<file path="config.mk">
export PLATFORM = sky130hd
export DESIGN_NAME = pwmcs_top
export DESIGN_NICKNAME = d
export VERILOG_FILES = /design/src/pwmcs_top.v
export VERILOG_INCLUDE_DIRS = /design/src
export SDC_FILE = /design/constraint.sdc
export NUM_CORES = 1
export LEC_CHECK = 0
export ABC_AREA = 1
export ABC_CLOCK_PERIOD_IN_PS = 2200
export BUFFER_PORTS_ARGS = -buffer_cell sky130_fd_sc_hd__clkbuf_2
export CORE_UTILIZATION = 53
export CTS_CLUSTER_DIAMETER = 200
export DETAILED_ROUTE_END_ITERATION = 10
export PLACE_DENSITY_LB_ADDON = 0.3
export SETUP_SLACK_MARGIN = 0.15
export SKIP_CTS_REPAIR_TIMING = 1
export SLEW_MARGIN = 5
export SYNTH_ARGS = -nofsm -noshare
export SYNTH_HDL_FRONTEND = slang
export SYNTH_SLANG_ARGS = --single-unit
</file>
<file path="constraint.sdc">
create_clock -name clk -period 2.2 [get_ports clk]
set_input_delay 0 -clock clk [delete_from_list [all_inputs] [get_ports clk]]
set_output_delay 0 -clock clk [all_outputs]
set_load 0.05 [all_outputs]
</file>
<file path="src/pwmcs_defs.vh">
// Purpose: offsets, field positions, reset values and fixed masks of the pwm channel slice
// Assumes: byte-wide registers at their own offsets on a plain register port
// Notes:   definitions only
`ifndef PWMCS_DEFS_VH
`define PWMCS_DEFS_VH

// ----------------------------------------------------------------
// register offsets
// ----------------------------------------------------------------
`define PWMCS_ADDR_W        6
`define PWMCS_OFF_ENABLE    6'h00
`define PWMCS_OFF_POLARITY  6'h01
`define PWMCS_OFF_CLKSEL    6'h02
`define PWMCS_OFF_PRESCALE  6'h03
`define PWMCS_OFF_CONTROL   6'h05
`define PWMCS_OFF_ABSWAP    6'h06
`define PWMCS_OFF_SCALE_A   6'h08
`define PWMCS_OFF_SCALE_B   6'h09

// ----------------------------------------------------------------
// field positions
// ----------------------------------------------------------------
`define PWMCS_PRE_A_LSB     0
`define PWMCS_PRE_B_LSB     4
`define PWMCS_PRE_MASK      8'h77
`define PWMCS_JOIN_LSB      4
`define PWMCS_JOIN_MASK     8'hf0

// ----------------------------------------------------------------
// reset values and fixed maps
// ----------------------------------------------------------------
`define PWMCS_RST_BYTE      8'h00
`define PWMCS_RST_SCALE     8'h00
`define PWMCS_CHAN_ALL      8'hff
`define PWMCS_GROUP_B       8'hcc
`define PWMCS_HIGH_ORDER    8'h55

`endif

</file>
<file path="src/pwmcs_top.v">
// Purpose: enable, start polarity and clock select slice of an eight channel pwm
// Assumes: counters outside report period start and duty match per channel on clk
// Notes:   outputs are registered; absent channels read zero and ignore writes
//
// Our own choice: the strobed register port.
`timescale 1ns/1ps
`include "pwmcs_defs.vh"

module pwmcs_top #(
  parameter [7:0] CHAN_PRESENT = `PWMCS_CHAN_ALL
) (
  input  wire                       clk,
  input  wire                       reset_n,
  input  wire [`PWMCS_ADDR_W-1:0]   reg_addr,
  input  wire [7:0]                 reg_wdata,
  input  wire                       reg_wr,
  input  wire                       reg_rd,
  output reg  [7:0]                 reg_rdata,
  input  wire [7:0]                 period_start,
  input  wire [7:0]                 duty_match,
  output reg  [7:0]                 pwm_out,
  output reg  [7:0]                 chan_tick,
  output reg  [7:0]                 chan_run,
  output reg                        prescale_run
);

  // ----------------------------------------------------------------
  // registers
  // ----------------------------------------------------------------
  reg  [7:0] channel_enable_reg;
  reg  [7:0] polarity_reg;
  reg  [7:0] clock_select_reg;
  reg  [7:0] ab_swap_reg;
  reg  [7:0] prescale_reg;
  reg  [3:0] join_reg;
  reg  [7:0] scale_a;
  reg  [7:0] scale_b;

  reg  [6:0] pre_cnt;
  reg  [7:0] sa_cnt;
  reg  [7:0] sb_cnt;
  reg  [7:0] next_rdata;

  wire [7:0] chan_mask;
  wire [3:0] join_mask;
  wire [7:0] join_high;
  wire [7:0] eff_enable;
  wire       tick_a;
  wire       tick_b;
  wire       scaled_first_clock;
  wire       scaled_second_clock;
  wire [7:0] group_b;
  wire [7:0] sel_tick;
  wire       any_enable;
  wire       wr_enable;
  wire       wr_polarity;
  wire       wr_clksel;
  wire       wr_abswap;
  wire       wr_prescale;
  wire       wr_control;
  wire       wr_scale_a;
  wire       wr_scale_b;

  assign chan_mask = CHAN_PRESENT;
  // a pair can only be joined when both of its channels exist
  assign join_mask = {chan_mask[7] & chan_mask[6], chan_mask[5] & chan_mask[4],
                      chan_mask[3] & chan_mask[2], chan_mask[1] & chan_mask[0]};

  // ----------------------------------------------------------------
  // write decode
  // ----------------------------------------------------------------
  assign wr_enable   = reg_wr & (reg_addr == `PWMCS_OFF_ENABLE);
  assign wr_polarity = reg_wr & (reg_addr == `PWMCS_OFF_POLARITY);
  assign wr_clksel   = reg_wr & (reg_addr == `PWMCS_OFF_CLKSEL);
  assign wr_abswap   = reg_wr & (reg_addr == `PWMCS_OFF_ABSWAP);
  assign wr_prescale = reg_wr & (reg_addr == `PWMCS_OFF_PRESCALE);
  assign wr_control  = reg_wr & (reg_addr == `PWMCS_OFF_CONTROL);
  assign wr_scale_a  = reg_wr & (reg_addr == `PWMCS_OFF_SCALE_A);
  assign wr_scale_b  = reg_wr & (reg_addr == `PWMCS_OFF_SCALE_B);

  // ----------------------------------------------------------------
  // register writes
  // ----------------------------------------------------------------
  always @(posedge clk) begin
    if (!reset_n) begin
      channel_enable_reg <= `PWMCS_RST_BYTE;
    end else if (wr_enable) begin
      channel_enable_reg <= reg_wdata & chan_mask;
    end
  end

  always @(posedge clk) begin
    if (!reset_n) begin
      polarity_reg <= `PWMCS_RST_BYTE;
    end else if (wr_polarity) begin
      polarity_reg <= reg_wdata & chan_mask;
    end
  end

  always @(posedge clk) begin
    if (!reset_n) begin
      clock_select_reg <= `PWMCS_RST_BYTE;
    end else if (wr_clksel) begin
      clock_select_reg <= reg_wdata & chan_mask;
    end
  end

  always @(posedge clk) begin
    if (!reset_n) begin
      ab_swap_reg <= `PWMCS_RST_BYTE;
    end else if (wr_abswap) begin
      ab_swap_reg <= reg_wdata & chan_mask;
    end
  end

  always @(posedge clk) begin
    if (!reset_n) begin
      prescale_reg <= `PWMCS_RST_BYTE;
    end else if (wr_prescale) begin
      prescale_reg <= reg_wdata & `PWMCS_PRE_MASK;
    end
  end

  always @(posedge clk) begin
    if (!reset_n) begin
      join_reg <= 4'h0;
    end else if (wr_control) begin
      join_reg <= reg_wdata[`PWMCS_JOIN_LSB +: 4] & join_mask;
    end
  end

  always @(posedge clk) begin
    if (!reset_n) begin
      scale_a <= `PWMCS_RST_SCALE;
    end else if (wr_scale_a) begin
      scale_a <= reg_wdata;
    end
  end

  always @(posedge clk) begin
    if (!reset_n) begin
      scale_b <= `PWMCS_RST_SCALE;
    end else if (wr_scale_b) begin
      scale_b <= reg_wdata;
    end
  end

  // ----------------------------------------------------------------
  // register reads, data one cycle after the strobe
  // ----------------------------------------------------------------
  always @* begin
    next_rdata = 8'h00;
    case (reg_addr)
      `PWMCS_OFF_ENABLE:   next_rdata = channel_enable_reg;
      `PWMCS_OFF_POLARITY: next_rdata = polarity_reg;
      `PWMCS_OFF_CLKSEL:   next_rdata = clock_select_reg;
      `PWMCS_OFF_ABSWAP:   next_rdata = ab_swap_reg;
      `PWMCS_OFF_PRESCALE: next_rdata = prescale_reg;
      `PWMCS_OFF_CONTROL:  next_rdata = {join_reg, 4'h0};
      `PWMCS_OFF_SCALE_A:  next_rdata = scale_a;
      `PWMCS_OFF_SCALE_B:  next_rdata = scale_b;
      default:             next_rdata = 8'h00;
    endcase
  end

  always @(posedge clk) begin
    if (!reset_n) begin
      reg_rdata <= 8'h00;
    end else if (reg_rd) begin
      reg_rdata <= next_rdata;
    end else begin
      reg_rdata <= 8'h00;
    end
  end

  // ----------------------------------------------------------------
  // effective enables
  // ----------------------------------------------------------------
  // high order channels are 6,4,2,0 of pairs 76,54,32,10
  assign join_high  = {1'b0, join_reg[3], 1'b0, join_reg[2], 1'b0, join_reg[1], 1'b0, join_reg[0]};
  assign eff_enable = channel_enable_reg & ~join_high;

  // ----------------------------------------------------------------
  // prescaler and clocks A, B
  // ----------------------------------------------------------------
  function div_tick;
    input [6:0] cnt;
    input [2:0] sel;
    reg   [6:0] mask;
    begin
      mask     = (7'h01 << sel) - 7'h01;
      div_tick = ((cnt & mask) == mask);
    end
  endfunction

  assign any_enable = |eff_enable;

  always @(posedge clk) begin
    if (!reset_n) begin
      prescale_run <= 1'b0;
    end else begin
      prescale_run <= any_enable;
    end
  end

  always @(posedge clk) begin
    if (!reset_n) begin
      pre_cnt <= 7'h00;
    end else if (any_enable) begin
      pre_cnt <= pre_cnt + 7'h01;
    end else begin
      pre_cnt <= 7'h00;
    end
  end

  assign tick_a = prescale_run & div_tick(pre_cnt, prescale_reg[`PWMCS_PRE_A_LSB +: 3]);
  assign tick_b = prescale_run & div_tick(pre_cnt, prescale_reg[`PWMCS_PRE_B_LSB +: 3]);

  // ----------------------------------------------------------------
  // scaled clocks, scale value zero divides by 256
  // ----------------------------------------------------------------
  assign scaled_first_clock  = tick_a & (sa_cnt == scale_a - 8'h01);
  assign scaled_second_clock = tick_b & (sb_cnt == scale_b - 8'h01);

  always @(posedge clk) begin
    if (!reset_n) begin
      sa_cnt <= 8'h00;
    end else if (wr_scale_a) begin
      sa_cnt <= 8'h00;
    end else if (scaled_first_clock) begin
      sa_cnt <= 8'h00;
    end else if (tick_a) begin
      sa_cnt <= sa_cnt + 8'h01;
    end
  end

  always @(posedge clk) begin
    if (!reset_n) begin
      sb_cnt <= 8'h00;
    end else if (wr_scale_b) begin
      sb_cnt <= 8'h00;
    end else if (scaled_second_clock) begin
      sb_cnt <= 8'h00;
    end else if (tick_b) begin
      sb_cnt <= sb_cnt + 8'h01;
    end
  end

  // ----------------------------------------------------------------
  // per channel clock select
  // ----------------------------------------------------------------
  // group b channels 2,3,6,7 prefer clock b
  assign group_b = `PWMCS_GROUP_B;

  genvar g;
  generate
    for (g = 0; g < 8; g = g + 1) begin : sel_g
      reg pick;
      always @* begin
        pick = tick_a;
        case ({ab_swap_reg[g], clock_select_reg[g]})
          2'b00:   pick = group_b[g] ? tick_b : tick_a;
          2'b01:   pick = group_b[g] ? scaled_second_clock : scaled_first_clock;
          2'b10:   pick = group_b[g] ? tick_a : tick_b;
          2'b11:   pick = group_b[g] ? scaled_first_clock : scaled_second_clock;
          default: pick = tick_a;
        endcase
      end
      assign sel_tick[g] = pick;
    end
  endgenerate

  // ----------------------------------------------------------------
  // tick report
  // ----------------------------------------------------------------
  integer i;
  integer k;

  always @(posedge clk) begin
    if (!reset_n) begin
      chan_tick <= 8'h00;
    end else begin
      chan_tick <= sel_tick & eff_enable;
    end
  end

  // ----------------------------------------------------------------
  // channel start
  // ----------------------------------------------------------------
  always @(posedge clk) begin
    if (!reset_n) begin
      chan_run <= 8'h00;
    end else begin
      for (i = 0; i < 8; i = i + 1) begin
        if (!eff_enable[i]) begin
          chan_run[i] <= 1'b0;
        end else if (sel_tick[i]) begin
          chan_run[i] <= 1'b1;
        end
      end
    end
  end

  // ----------------------------------------------------------------
  // output level
  // ----------------------------------------------------------------
  always @(posedge clk) begin
    if (!reset_n) begin
      pwm_out <= 8'h00;
    end else begin
      for (k = 0; k < 8; k = k + 1) begin
        if (!eff_enable[k]) begin
          pwm_out[k] <= 1'b0;
        end else if (!chan_run[k]) begin
          if (sel_tick[k]) begin
            pwm_out[k] <= polarity_reg[k];
          end
        end else if (duty_match[k]) begin
          pwm_out[k] <= ~polarity_reg[k];
        end else if (period_start[k]) begin
          pwm_out[k] <= polarity_reg[k];
        end
      end
    end
  end

endmodule

</file>
==> results.md <==
- The flow ran to the end, but the final reports show violations.
- The final reports fail on hold timing, setup timing.
- The total nets after synthesis is 872.
- Data arrives at the worst endpoint at 2690 ps.
- For this block, the initial DRC count from the detailed router was 551.
- The clock root buffer master is clkbuf_8.
- The post-synthesis sequential element count is 114.
- The TritonCTS clock tree is done.
- Synthesis produced a netlist whose cell count is 832.
- The biggest fanout along the worst timing path is 6.
- The most used standard cell by instance count after synthesis is nand2_1.
- Row generation in the floorplan step produced 37 rows.
- Counting the fill cells in the layout gives 860.
- Across the run, the number of max-cap violations was 0.
- For the pin with the worst max-slew slack, the measured transition is ~570 ps.
- The number of nets in the finished design is 992.
- The worst setup path is launched from a flip-flop.
- The placeable core region is 10500 sq um.
- Relative to the synthesized area, the layout overhead comes to 28.1%.
- The critical path's largest stage delay is 370 ps.
- The congestion estimate from routability-driven global placement came to roughly 0.95.
- The number of global-route vias before repair is 5547.
- The clock slew at the register clock pins of the worst setup and hold paths is 60 ps.
- The leakage component of the power is 0.00319 uW.
- The overall via count from detail_route is about 6200.
- The async set-reset flop share out of synthesis is 0%.
- The number of placed I/O pins is between 60 and 70.
- Clock latency on the worst-skew pair, taken at its later pin, is approximately 530 ps.
- The synthesized area per cell is 6.95 sq um.
- The top cell type by area accounts for between 30% and 40% of the synthesized area.
- The overall die area is 11300 sq um.
- For this run, design rule violations remaining after detail routing come to 0.
- Across all hold checks on the routed design, the worst slack comes to -73.5 ps.
- The number of antenna violations at the first check in global routing was 0.
- The number of buffers created by CTS is 17.
- The maximum vdd ir drop is between 400 and 500 uV.
- The global routing usage summed across all routing layers is 30.8%.
- The total length of routed wires is 17900 um.
- The highest clock frequency the design can meet is 439 MHz.
- The most frequently used flop master after synthesis is dfxtp_1.
- The ratio of routed vias to standard cells is 5.66.
- For this configuration, the core starts out at a cell density of 55.3%.
- 0 antenna diodes ended up in the layout.
- The count of warnings emitted by yosys is 0.
- The worst-case clock buffer depth is 2.
- The global-route wire length before repair is 27000 um.
- The final hold violation count is 1.
- The final number of setup-violating endpoints is 8.
- The remaining antenna violation count is 0.
- The number of buffer and inverter stages on the critical path is 1.
- After global routing the overflow that remains totals 0.
- Summing the sequential cell areas from Yosys gives 39.5% of the chip area.
- The count of distinct cell types in the synthesized netlist is 43.
- Of the available clock period, the critical path in the final layout requires 104%.
- Walking the worst path, the cells encountered are nor2_4 > nand2_1 > ha_1 > nor2_1 > nor2_1 > o21ai_1 > nor3_2 > nand2_2 > nor2_8 > buf_4 > nand3_1 > nand4_2 > nand3_1 > nand2_1 > nor2_1.
- The cell that appears most often on the critical path is nor2_1.
- In this run, synthesis inferred 0 flip-flops with an integrated enable.
- In the final layout, the share of cells above drive strength 1 is a little under a fifth.
- In the post-route analysis, the smallest setup slack over all paths is -78.1 ps.
- Dividing the detail-routed wire length by the instance count gives ~16 um.
- At the worst endpoint, the required time is between 2000 and 3000 ps.
- The synthesized netlist occupies a cell area of 5780 sq um.
- The length of the first detailed-routing pass in iterations is 5.
- The die is around 110 um wide.
- The remaining max-slew budget at the tightest pin is 62.0%.
- The depth of the CTS H-tree is 4.
- The worst min-delay path class is input port to flip-flop.
- For this design, the slowest cell found on the critical path is dfxtp_4.
- In this run the vertical extent of the chip is ~110 um.
- The cell family with the largest share of critical-path delay is simple AND/OR/NAND/NOR gates.
- Sorting the synthesized cells by area gives the leading types as dfxtp_1 (39%), nand2_1 (9.9%), inv_1 (7.4%), nor2_1 (7.0%), a21oi_1 (6.1%).
- The HPWL after detailed placement is roughly 12000 um.
- The tree built by TritonCTS fans out to ~110 sinks.
- The final clock skew is about 9.2 ps.
- The setup path with the least slack is of type flip-flop to flip-flop.
- The max-slew violation total from the final report is 0.
- Entering global routing, the biggest net connects 46 pins.
- The final period demand of the worst path is roughly 2300 ps.
- Dividing total power by cell area gives a power density of approximately 700 nW/um^2.
- The total chip power is just over 5000 uW.
- The number of port buffers is 66.
- Setup repair after global routing could not meet its margin everywhere.
- The endpoint kind of the worst setup timing path is a flip-flop.
- The largest total area in the synthesized netlist belongs to dfxtp_1.
- The commonest cells after synthesis are nand2_1 (152), dfxtp_1 (114), inv_1 (114).
- Prior to clock tree synthesis, the placed netlist has a worst setup slack of 9.40 ps.
- For the final routed database, the setup TNS stands at -347 ps.
==> report_power, final <==
part	leakage, uW	switching, uW	internal, uW	total [uW]
clock network	0.000283	1010	1790	2800
logic	0.00199	165	104	270
registers	0.000921	11.6	2070	2090
total	0.00319	1190	3960	5150
==> final timing paths <==
path	start	end	slack (ps)	cells past startpoint
max	prescale_reg[5]	pwm_out[2]	-80	15
min reg2reg	join_reg[0]	join_reg[0]	480	2
min	duty_match[0]	pwm_out[0]	-70	6
max reg2reg	prescale_reg[5]	pwm_out[2]	-80	15
==> layout make-up <==
type                    count  area [sq um]  area share, %
clock buffers              20           445           6.01
inverters                 121           470           6.35
clock inverters            12           156           2.11
flip-flops and latches    114          2290           30.9
well taps                 136           170           2.30
repair inverters            1          5.00         0.0675
repair buffers            116           796           10.7
multi-input cells         581          3070           41.5
==> logic make-up after synthesis <==
group,share of synthesized area [%]
and+or+nand+nor,29.8
AOI/OAI and AO/OA,17.0
buffers and inverters,9.06
DFF,39.5
xor gates and xnor gates,3.33
adders and majority gates,1.30
==> metrics by stage <==
stage                     area [sq um]  utilization (%)  std cells
after floorplan                   5780                -        832
after global placement            6320             60.4       1032
after detailed placement          6320             60.4       1032
after CTS                         6920             66.2       1064
after global routing              7410             70.8       1101
final                             7410             70.8       1101
==> worst min-delay path: stages <==
cell and delay (ps):
clkbuf_2 90, nand2_1 80, xor2_1 60, nand3_1 70, nand2_1 50, nor2_1 70
==> layout by cell type (no fill, tap or decap), drive strengths merged, types with 8 or more instances in the layout <==
| master | count |
|---|---|
| nand2 | 159 |
| inv | 121 |
| dfxtp | 114 |
| nor2 | 113 |
| clkbuf | 86 |
| a21oi | 71 |
| o21ai | 68 |
| nand3 | 52 |
| dlygate4sd3 | 31 |
| buf | 19 |
| nand4 | 19 |
| xor2 | 18 |
| nor3 | 14 |
| o22ai | 9 |
| a31oi | 8 |
| or3 | 8 |
==> layer usage <==
metal	routed length (um)	track usage [%]	vias up
li1	-	-	2997
met1	7220	39.3	2807
met2	8370	49.5	350
met3	1650	6.99	75
met4	691	14.1	0
met5	0	0	-
Power figures use the tool's default switching activity.
